===== src/design/sesl_map.svh =====
`ifndef SESL_MAP_SVH
`define SESL_MAP_SVH

// bit positions in the event register and its enable mask
`define SESL_BIT_PON        7
`define SESL_BIT_CME        5
`define SESL_BIT_EXE        4
`define SESL_BIT_DDE        3
`define SESL_BIT_QYE        2
`define SESL_BIT_OPC        0

// reset values and the mask of used event bits
`define SESL_ENABLE_RESET   8'h00
`define SESL_EVENT_RESET    8'h80
`define SESL_USED_MASK      8'hBD

// numeric limits and ascii codes
`define SESL_MASK_MAX       10'h0FF
`define SESL_ACC_LIMIT      10'h3E7
`define SESL_ASCII_ZERO     8'h30
`define SESL_ASCII_NINE     8'h39
`define SESL_ASCII_PLUS     8'h2B

`endif


===== src/design/sesl_pkg.sv =====
package sesl_pkg;

    typedef enum logic [1:0]
    {
        SESL_IDLE  = 2'b00,
        SESL_PARSE = 2'b01
    } sesl_parse_e;

    typedef logic [1:0] sesl_pos_t;

endpackage


===== src/design/sesl_fmt.sv =====
`timescale 1ns/1ns
`include "sesl_map.svh"

module sesl_fmt
    import sesl_pkg::*;
(
    input  wire logic       ref_clk,   // clock
    input  wire logic       rst_n,     // async reset
    input  wire logic       start,     // load a value to send
    input  wire logic [7:0] value,     // value to format
    input  wire logic       ready,     // receiver takes a char
    output logic            valid,     // char offered
    output logic      [7:0] char_out,  // ascii digit
    output logic            last       // final digit of the number
);

    logic       [3:0] dig_h;
    logic       [3:0] dig_t;
    logic       [3:0] dig_o;
    sesl_pos_t        pos;

    function automatic logic [7:0] to_ascii(input logic [3:0] d);
        to_ascii = `SESL_ASCII_ZERO + {4'h0, d};
    endfunction

    function automatic logic [3:0] pick(input sesl_pos_t p, input logic [3:0] h,
                                        input logic [3:0] t, input logic [3:0] o);
        case (p)
            2'h2:    pick = h;
            2'h1:    pick = t;
            default: pick = o;
        endcase
    endfunction

    logic [3:0] in_h;
    logic [3:0] in_t;
    logic [3:0] in_o;
    sesl_pos_t  in_pos;

    always_comb
    begin
        in_h = 4'(value / 8'd100);
        in_t = 4'((value / 8'd10) % 8'd10);
        in_o = 4'(value % 8'd10);
        // no leading zeros; zero itself is one digit
        if (in_h != 4'h0)
            in_pos = 2'h2;
        else if (in_t != 4'h0)
            in_pos = 2'h1;
        else
            in_pos = 2'h0;
    end

    assign last = (pos == 2'h0);

    always_ff @(posedge ref_clk or negedge rst_n)
    begin
        if (!rst_n)
        begin
            valid    <= 1'b0;
            char_out <= 8'h00;
            pos      <= 2'h0;
            dig_h    <= 4'h0;
            dig_t    <= 4'h0;
            dig_o    <= 4'h0;
        end
        else if (start && !valid)
        begin
            valid    <= 1'b1;
            dig_h    <= in_h;
            dig_t    <= in_t;
            dig_o    <= in_o;
            pos      <= in_pos;
            char_out <= to_ascii(pick(in_pos, in_h, in_t, in_o));
        end
        else if (valid && ready)
        begin
            if (last)
                valid <= 1'b0;
            else
            begin
                pos      <= pos - 2'h1;
                char_out <= to_ascii(pick(pos - 2'h1, dig_h, dig_t, dig_o));
            end
        end
    end

endmodule


===== src/design/sesl_top.sv =====
`timescale 1ns/1ns
`include "sesl_map.svh"

module sesl_top
    import sesl_pkg::*;
#(
    parameter int MASK_W = 8
)
(
    input  wire logic       ref_clk,         // 10 MHz clock
    input  wire logic       rst_n,           // async reset, power-on
    input  wire logic       cmd_cls,         // clear-status command strobe
    input  wire logic       cmd_cls_query,   // clear-status sent as query
    input  wire logic       cmd_ese,         // enable-mask command, parameter follows
    input  wire logic       cmd_ese_query,   // enable-mask query strobe
    input  wire logic       cmd_esr_query,   // event status query strobe
    input  wire logic       param_valid,     // parameter char strobe
    input  wire logic [7:0] param_char,      // parameter ascii char
    input  wire logic       param_last,      // final parameter char
    input  wire logic       ev_opc,          // operation complete event
    input  wire logic       ev_cme,          // command error event
    input  wire logic       ev_exe,          // execution error event
    input  wire logic       ev_dde,          // device-dependent error event
    input  wire logic       ev_qye,          // query error event
    input  wire logic       resp_ready,      // output side takes a char
    output logic            resp_valid,      // answer char offered
    output logic      [7:0] resp_char,       // answer ascii char
    output logic            resp_last,       // final char of answer
    output logic            event_summary,   // summary bit for status byte
    output logic            err_queue_clear, // flush error queue, pulse
    output logic            status_q_clear,  // flush status queues, pulse
    output logic            opc_cancel,      // cancel pending op-complete, pulse
    output logic      [7:0] event_enable_mask, // current enable mask
    output logic      [7:0] event_status     // current event register
);

    if (MASK_W != 8)
        $error("sesl_top: only an 8-bit mask is supported");
    // the decimal limit in the map must track the mask width
    if (`SESL_MASK_MAX != (10'h001 << MASK_W) - 10'h001)
        $error("sesl_top: mask limit does not match the mask width");

    sesl_parse_e       parse_st;
    logic        [9:0] acc;
    logic              acc_bad;
    logic              acc_ovf;
    logic              acc_first;

    logic              is_digit;
    logic        [9:0] next_acc;
    logic              next_ovf;
    logic              char_bad;
    logic              param_done;
    logic              param_cme;
    logic              param_exe;
    logic              fmt_start;
    logic        [7:0] fmt_value;
    logic              query_any;
    logic              query_clash;
    logic              esr_take;
    logic        [7:0] ev_in;
    logic        [7:0] next_event;

    // parameter digit accumulation
    always_comb
    begin
        is_digit = (param_char >= `SESL_ASCII_ZERO) && (param_char <= `SESL_ASCII_NINE);
        char_bad = !is_digit && !(acc_first && param_char == `SESL_ASCII_PLUS);
        next_acc = acc;
        next_ovf = acc_ovf;
        if (is_digit)
        begin
            // saturate well above the limit so a long string cannot wrap back into range
            if (acc > `SESL_ACC_LIMIT / 10'd10)
                next_ovf = 1'b1;
            else
                next_acc = 10'((acc * 10'd10) + {2'b00, param_char - `SESL_ASCII_ZERO});
        end
    end

    // a clear-status on the last char drops the whole parameter, errors included
    assign param_done = (parse_st == SESL_PARSE) && param_valid && param_last && !cmd_cls;
    assign param_cme  = param_done && (acc_bad || char_bad || (acc_first && !is_digit));
    assign param_exe  = param_done && !param_cme && (next_ovf || next_acc > `SESL_MASK_MAX);

    always_ff @(posedge ref_clk or negedge rst_n)
    begin
        if (!rst_n)
        begin
            parse_st  <= SESL_IDLE;
            acc       <= 10'h000;
            acc_bad   <= 1'b0;
            acc_ovf   <= 1'b0;
            acc_first <= 1'b1;
        end
        else
        begin
            case (parse_st)
                SESL_IDLE:
                begin
                    if (cmd_ese)
                    begin
                        parse_st  <= SESL_PARSE;
                        acc       <= 10'h000;
                        acc_bad   <= 1'b0;
                        acc_ovf   <= 1'b0;
                        acc_first <= 1'b1;
                    end
                end
                SESL_PARSE:
                begin
                    if (cmd_cls)
                        parse_st <= SESL_IDLE;
                    else if (param_valid)
                    begin
                        acc       <= next_acc;
                        acc_ovf   <= next_ovf;
                        acc_bad   <= acc_bad || char_bad;
                        acc_first <= 1'b0;
                        if (param_last)
                            parse_st <= SESL_IDLE;
                    end
                end
                default:
                    parse_st <= SESL_IDLE;
            endcase
        end
    end

    // enable mask: only a clean parameter loads it
    always_ff @(posedge ref_clk or negedge rst_n)
    begin
        if (!rst_n)
            event_enable_mask <= `SESL_ENABLE_RESET;
        else if (param_done && !param_cme && !param_exe && !cmd_cls)
            event_enable_mask <= next_acc[7:0];
    end

    // a query while an answer is still going out is a query error
    assign query_any   = cmd_ese_query || cmd_esr_query;
    assign query_clash = query_any && resp_valid;
    assign esr_take    = cmd_esr_query && !query_clash;

    always_comb
    begin
        ev_in                 = 8'h00;
        ev_in[`SESL_BIT_OPC]  = ev_opc;
        ev_in[`SESL_BIT_QYE]  = ev_qye || query_clash;
        ev_in[`SESL_BIT_DDE]  = ev_dde;
        ev_in[`SESL_BIT_EXE]  = ev_exe || param_exe;
        ev_in[`SESL_BIT_CME]  = ev_cme || param_cme || cmd_cls_query;
        // set wins over a clear in the same cycle
        if (cmd_cls || esr_take)
            next_event = ev_in;
        else
            next_event = event_status | ev_in;
        next_event = next_event & `SESL_USED_MASK;
        // bit 7 only ever comes from reset: no run-time event sets it
    end

    always_ff @(posedge ref_clk or negedge rst_n)
    begin
        if (!rst_n)
            event_status <= `SESL_EVENT_RESET;
        else
            event_status <= next_event;
    end

    assign event_summary = |(event_status & event_enable_mask);

    // side effects of clear-status
    always_ff @(posedge ref_clk or negedge rst_n)
    begin
        if (!rst_n)
        begin
            err_queue_clear <= 1'b0;
            status_q_clear  <= 1'b0;
            opc_cancel      <= 1'b0;
        end
        else
        begin
            // pulses stand in the same cycle as the cleared register
            err_queue_clear <= cmd_cls;
            status_q_clear  <= cmd_cls;
            opc_cancel      <= cmd_cls;
        end
    end

    // esr query wins if both queries strobe together; value sampled before the clear
    assign fmt_start = query_any && !query_clash;
    assign fmt_value = cmd_esr_query ? event_status : event_enable_mask;

    sesl_fmt u_fmt
    (
        .ref_clk  (ref_clk),
        .rst_n    (rst_n),
        .start    (fmt_start),
        .value    (fmt_value),
        .ready    (resp_ready),
        .valid    (resp_valid),
        .char_out (resp_char),
        .last     (resp_last)
    );

endmodule


===== config.mk =====
export PLATFORM = sky130hd
export DESIGN_NAME = sesl_top
export DESIGN_NICKNAME = d
export VERILOG_FILES = /design/src/design/sesl_pkg.sv /design/src/design/sesl_fmt.sv /design/src/design/sesl_top.sv
export VERILOG_INCLUDE_DIRS = /design/src /design/src/design
export SDC_FILE = /design/constraint.sdc
export NUM_CORES = 1
export LEC_CHECK = 0
export ABC_AREA = 1
export BUFFER_PORTS_ARGS = -buffer_cell sky130_fd_sc_hd__clkbuf_2
export CAP_MARGIN = 0
export CELL_PAD_IN_SITES_DETAIL_PLACEMENT = 1
export CELL_PAD_IN_SITES_GLOBAL_PLACEMENT = 1
export CORE_ASPECT_RATIO = 1.4
export CORE_MARGIN = 2
export CORE_UTILIZATION = 43
export CTS_CLUSTER_SIZE = 30
export DETAILED_ROUTE_END_ITERATION = 10
export PLACE_DENSITY_LB_ADDON = 0.15
export SYNTH_ARGS = -nofsm -noshare
export SYNTH_HDL_FRONTEND = slang
export SYNTH_SLANG_ARGS = --single-unit

===== constraint.sdc =====
create_clock -name ref_clk -period 4.7 [get_ports ref_clk]
set_clock_uncertainty 0.05 [all_clocks]
set_input_delay 0.705 -clock ref_clk [delete_from_list [all_inputs] [get_ports ref_clk]]
set_output_delay 0.705 -clock ref_clk [all_outputs]
set_load 0.005 [all_outputs]

==> results.cfg, run 1 <==
[job]
drv_cap = 0

[synth]
ys_warn_count = 0
synth.distinct_cells = 47
synthArstFlopShare_pct = 100.0
synth_seq_cells = 47
syn-instance-count = 513
seq_area_frac_synth_pct = 30.68
synth-edff-count = 0
ys.flop_type = dfrtp_1
syn_area_sq_mm = 0.003841
synth.avg_cell_area_sq_um = 7.488

[power]
p_per_area_mw_per_mm2 = 355.3
power_w = 0.001537
p_leak_nw = 2.295
irDropWorstVdd_mv = 0.2969

[detailed_routing]
drc_errors = 0
drt_iter0_drc = 107
wl_um = 11180
ant_nets = 0
wire_per_inst_um = 16.73
viasPerCell = 5.394
num_vias = 3603
dr.pass1.iters = 4

[cells_and_area]
drive_gt1_share_pct = 19.18
final_common_cell = nand2_1
final_cell_mix = nand2_1 (100), inv_1 (78), clkbuf_2 (48)
fillCellCount = 1155
finalNetCount = 618
antenna_cells = 0
area_growth_pct = 12.64
utilization_pct = 49.97

[floorplan]
core_sq_mm = 0.008658
start_util_pct = 44.36
fp-row-count = 40
die_area_sq_mm = 0.009716
die_h_um = 115.8
io_pins = 53
dieWidth_um = 83.88

[placed_design]
port_buffers = 48
gp_congestion = 0.8232
dp_hpwl_um = 9242

[clock_tree]
htreeDepth = 2
cts_sinks = 47
cts-buffers-inserted = 5
root_buffer = clkbuf_16
clock_latency_ns = 0.29
cts_tree = done
ctsHoldBuffers = 0
clockBufferDepth = 2
clkTransAtPathRegs_ns = 0.07
post_cts_buffers = 0

[sta]
fin_crit_sh_pct = 90.48
max_freq_ghz = 0.2352
final.setup.tns_ns = 0
final_max_slew_viol_count = 0
worstMarginPinSlew_ns = 0.7732
timing.final.hold_violations = 0
max_slew_margin_pct = 47.91
setup_violations = 0
finalCriticalPeriod_ns = 4.252
rsz0062_at_grt = no

[setup_path]
r2r_cells = 31
cp.buffers_inverters = 4
critical_path.slowest_cell = ha_1
criticalPathCategory = primary input to flop
crit_top_cell = nand2_2
critical-path-top-delay-family = simple AND/OR/NAND/NOR gates
path_depth = 32
cp-start-kind = primary input
critPathCaptureType = flop
worstPathArrival_ns = 4.41
cp_slowest_stage_delay_ns = 0.27
critPathRequiredTime_ns = 4.86
crit_fanout = 9

[run_status]
status = complete, no violations

[grt]
grt_pass1_vias = 3869
grt_overflow = 0
grt_pass1_wl_um = 18790
track_usage_pct = 24.09
antenna_found_initial = 0
grt_max_degree = 39

[min_path]
hold_path_class = primary input to async pin
==> state kept, by name (all words and copies together) (netlist names) <==
name	cells
acc	10
acc_bad	1
acc_first	1
acc_ovf	1
event_enable_mask	8
event_status	6
opc_cancel	1
parse_st	1
u_fmt.char_out	5
u_fmt.dig_h	2
u_fmt.dig_o	4
u_fmt.dig_t	4
u_fmt.pos	2
u_fmt.valid	1
==> area by class of cell <==
cell class                 count  area, sq um  area share (%)
multi-input combinational    374         2280           52.69
timing repair buffer          51        262.8           6.073
clock inverter                 2        13.76          0.3181
sequential                    47         1179           27.24
inverter                      83        321.6           7.432
clock buffer                   6        138.9           3.210
tap                          105        131.4           3.036
==> power by group <==
part	internal, W	switching [W]
logic	0.000220	0.000404
registers	0.000488	0.0000546
clock network	0.000213	0.000158
==> metal layers <==
metal | routed length, um | track usage [%]
met1 | 4094 | 24.33
met3 | 212 | 2.920
met4 | 332 | 8.172
met5 | 0 | 0
met2 | 6537 | 50.08
==> cell families (layout without fill, tap and decap cells) <==
family	after synthesis	in the layout	synth area share, %
adder cells (fa/ha/maj)	33	33	11.14
other	1	4	0.09763
AO/OA/AOI/OAI	101	101	15.11
buffers and inverters	95	142	10.46
XOR/XNOR	18	18	4.104
flip-flops	47	47	30.68
AND/OR/NAND/NOR	218	218	28.40
==> final timing paths <==
kind	start	end	slack (ns)
min	rst_n	u_fmt.dig_t[1]	0.23
min reg2reg	event_status[7]	event_status[7]	0.44
min in group ref_clk	event_status[7]	event_status[7]	0.44
max reg2reg	event_enable_mask[4]	u_fmt.char_out[0]	0.57
max	cmd_esr_query	u_fmt.char_out[0]	0.45
max in group asynchronous	rst_n	acc_first	3.56
==> worst register-to-register path, delay by kind of cell (launching register included) <==
kind	cells	cell delay [ns]
AND/OR/NAND/NOR	23	2.28
flip-flops	1	0.40
AO/OA/AOI/OAI	2	0.43
buffers and inverters	4	0.39
adder cells (fa/ha/maj)	2	0.49
==> metrics by stage <==
step | instance area, sq um | worst slack (ns) | hold WS, ns | cells
floorplan | 3852 | 0.6715 | 0.3594 | 516
global placement | 4167 | 0.2970 | 0.4162 | 660
detailed placement | 4167 | 0.08881 | 0.4221 | 660
CTS | 4319 | 0.3590 | 0.2397 | 668
global route | 4327 | 0.04799 | 0.2418 | 668
finish | 4327 | 0.4476 | 0.2312 | 668
==> Yosys cell counts, drive strengths merged, types with 2 or more instances <==
master  instances  area (sq um)
nand2         124         550.5
inv            83         321.6
o21ai          50         254.0
nor2           48         234.0
dfrtp          45          1126
ha             31         387.9
nand3          27         187.7
a21oi          25         128.9
nand4          11         68.82
xor2           10         87.58
buf             9         68.81
xnor2           8         70.07
o22ai           7         43.79
a311oi          4         35.03
o21bai          4         30.03
clkbuf          3         11.26
and2            2         12.51
dfstp           2         52.55
fa              2         40.04
nand3b          2         15.01
nor3            2         10.01
o221ai          2         17.52
o31ai           2         15.01
or2             2         12.51
==> what timing repair did <==
| item | in CTS | in global routing |
|---|---|---|
| endpoints found under the hold margin | 0 | 0 |
| gates resized for setup | 0 | 1 |
| endpoints found under the setup margin | 0 | 2 |
Power figures use the tool's default switching activity.
==> inputs of run 2 (changes only) <==
- CORE_UTILIZATION: 43 -> 44
- CTS_BUF_LIST: not set -> sky130_fd_sc_hd__clkbuf_8
==> run 2 against run 1 <==
Net effect: via count decreased by 1.9%; hold slack improved by 0.21 ns; largest power group unchanged; worst setup slack improved by 0.13 ns; non-clock buffer count unchanged; combinational power decreased by 3%; critical endpoint is now u_fmt.char_out[1]; sequential share of layout area increased by 0.27 points.
==> results.cfg, run 2 (synthesis gave the netlist of run 1 again) <==
[clock_tree]
clockBufferDepth = 2
ctsHoldBuffers = 0
post_cts_buffers = 0
cts_tree = done
cts-buffers-inserted = 5
cts_resized = 0
clkTransAtPathRegs_ns = 0.10
cts_sinks = 47
clock_latency_ns = 0.31
root_buffer = clkbuf_8
htreeDepth = 2

[cells_and_area]
final_cell_mix = nand2_1 (100), inv_1 (79), clkbuf_2 (48)
finalNetCount = 618
area_growth_pct = 11.53
drive_gt1_share_pct = 19.01
final_common_cell = nand2_1
antenna_cells = 0
final_area_sq_mm = 0.004284
top_register = acc
largest_reg_flops = 10
reg_top3 = acc x10, event_enable_mask x8, event_status x6
fillCellCount = 1134

[setup_path]
r2r_cells = 33
critical_path.slowest_cell = ha_1
rrSetupSlack_ns = 0.65
r2r-start = event_enable_mask[4]
cp-start-kind = primary input
crit_top_cell = nand2_2
crit_fanout = 9
critPathCaptureType = flop
r2r-end = u_fmt.char_out[1]
criticalPathCategory = primary input to flop
critPathRequiredTime_ns = 4.91
cp_slowest_stage_delay_ns = 0.28
worstPathArrival_ns = 4.33

[sta]
fin_crit_sh_pct = 87.64
timing.final.hold_violations = 0
max_slew_margin_pct = 48.49
final_max_slew_viol_count = 0
rsz0062_at_grt = no
max_freq_ghz = 0.2428
finalCriticalPeriod_ns = 4.119
setup_violations = 0
final.setup.tns_ns = 0
worstMarginPinSlew_ns = 0.7645

[placed_design]
postPlaceCellArea_sq_mm = 0.004167
port_buffers = 48
dp_hpwl_um = 8903
gp_congestion = 0.8542

[detailed_routing]
num_vias = 3533
ant_nets = 0
drc_errors = 0
dr.pass1.iters = 4
wl_um = 10550
wire_per_inst_um = 15.80
drt_iter0_drc = 105
viasPerCell = 5.289

[grt]
grt_overflow = 0
track_usage_pct = 23.60
antenna_found_initial = 0
grt_max_degree = 48
grt_pass1_vias = 3886
grt_pass1_wl_um = 18130

[power]
internal_power_w = 0.0008635
irDropWorstVdd_mv = 0.1707
p_leak_nw = 2.274
pwr-share-clk_pct = 20.5
sw_frac_of_total_pct = 40.14
p_seq_share_pct = 37.5
pwr-share-comb_pct = 41.9
p_switching_w = 0.0005792
p_per_area_mw_per_mm2 = 336.7

[min_path]
whs_path_depth = 2
worstHoldEndpoint = event_status[7]
min_from = event_status[7]
hold_path_class = flop to flop

[floorplan]
fp-row-count = 40
dieWidth_um = 82.97
die_h_um = 114.6
start_util_pct = 44.88
die_area_sq_mm = 0.009504
io_pins = 53
core_sq_mm = 0.008558

[job]
drv_cap = 0

[run_status]
status = complete, no violations
-- run 2: cell types whose count changed in the layout (fill, tap and decap cells not counted) --
cell / previous run / this run
bufinv_16: 0 / 1
clkbuf_16: 5 / 0
clkbuf_8: 1 / 5
clkinv_2: 1 / 0
clkinvlp_4: 0 / 1
inv_1: 78 / 79
inv_6: 1 / 0
-- run 2: metrics by stage --
stage	power, W	hold WS (ns)	instances	setup slack, ns	util (%)
floorplan	0.0009725	0.3594	516	0.6715	-
global placement	0.001139	0.4162	660	0.3084	48.68
detailed placement	0.001157	0.4233	660	0.1200	48.68
CTS	0.001459	0.4415	668	0.4512	49.97
global route	0.001569	0.4598	668	0.04068	50.06
finish	0.001443	0.4412	668	0.5808	50.06
-- run 2: final cells by class --
cell class / count / area, sq um / area share [%]
Clock inverter: 3 / 41.29 / 0.9638
Tap cell: 105 / 131.4 / 3.067
Multi-Input combinational cell: 374 / 2280 / 53.21
Sequential cell: 47 / 1179 / 27.51
Clock buffer: 5 / 68.82 / 1.606
Inverter: 83 / 321.6 / 7.506
Timing Repair Buffer: 51 / 262.8 / 6.133
-- run 2: power groups by stage --
stage | sequential (W) | clock (W) | combinational (W)
floorplan | 0.000536 | 0 | 0.000437
global placement | 0.000546 | 0 | 0.000592
detailed placement | 0.000549 | 0 | 0.000608
CTS | 0.000541 | 0.000307 | 0.000610
global route | 0.000550 | 0.000318 | 0.000702
finish | 0.000541 | 0.000296 | 0.000605
-- run 2: worst max path at each step --
stage | cells past startpoint | startpoint | to
3_5_place_dp | 33 | cmd_esr_query | u_fmt.char_out[1]
2_1_floorplan | 33 | cmd_esr_query | u_fmt.char_out[1]
3_3_place_gp | 31 | cmd_esr_query | u_fmt.char_out[0]
6_report | 33 | cmd_esr_query | u_fmt.char_out[1]
4_1_cts | 33 | cmd_esr_query | u_fmt.char_out[1]
5_1_grt | 34 | cmd_esr_query | u_fmt.char_out[1]
-- run 2: per-layer routing --
layer  GRT usage (%)  part of all wire, %  vias up
met3           3.172                  2.2       22
met4           9.290                  2.9        0
met5               0                    0        -
met1           23.83                   36     1715
li1                -                    -     1753
met2           47.96                   59       43
-- run 2: worst max-delay path: cells and delay by family --
kind            cells  cell delay (ns)
compound gates      1             0.27
buf+inv             5             0.47
fa+ha+maj           2             0.50
simple gates       25             2.37
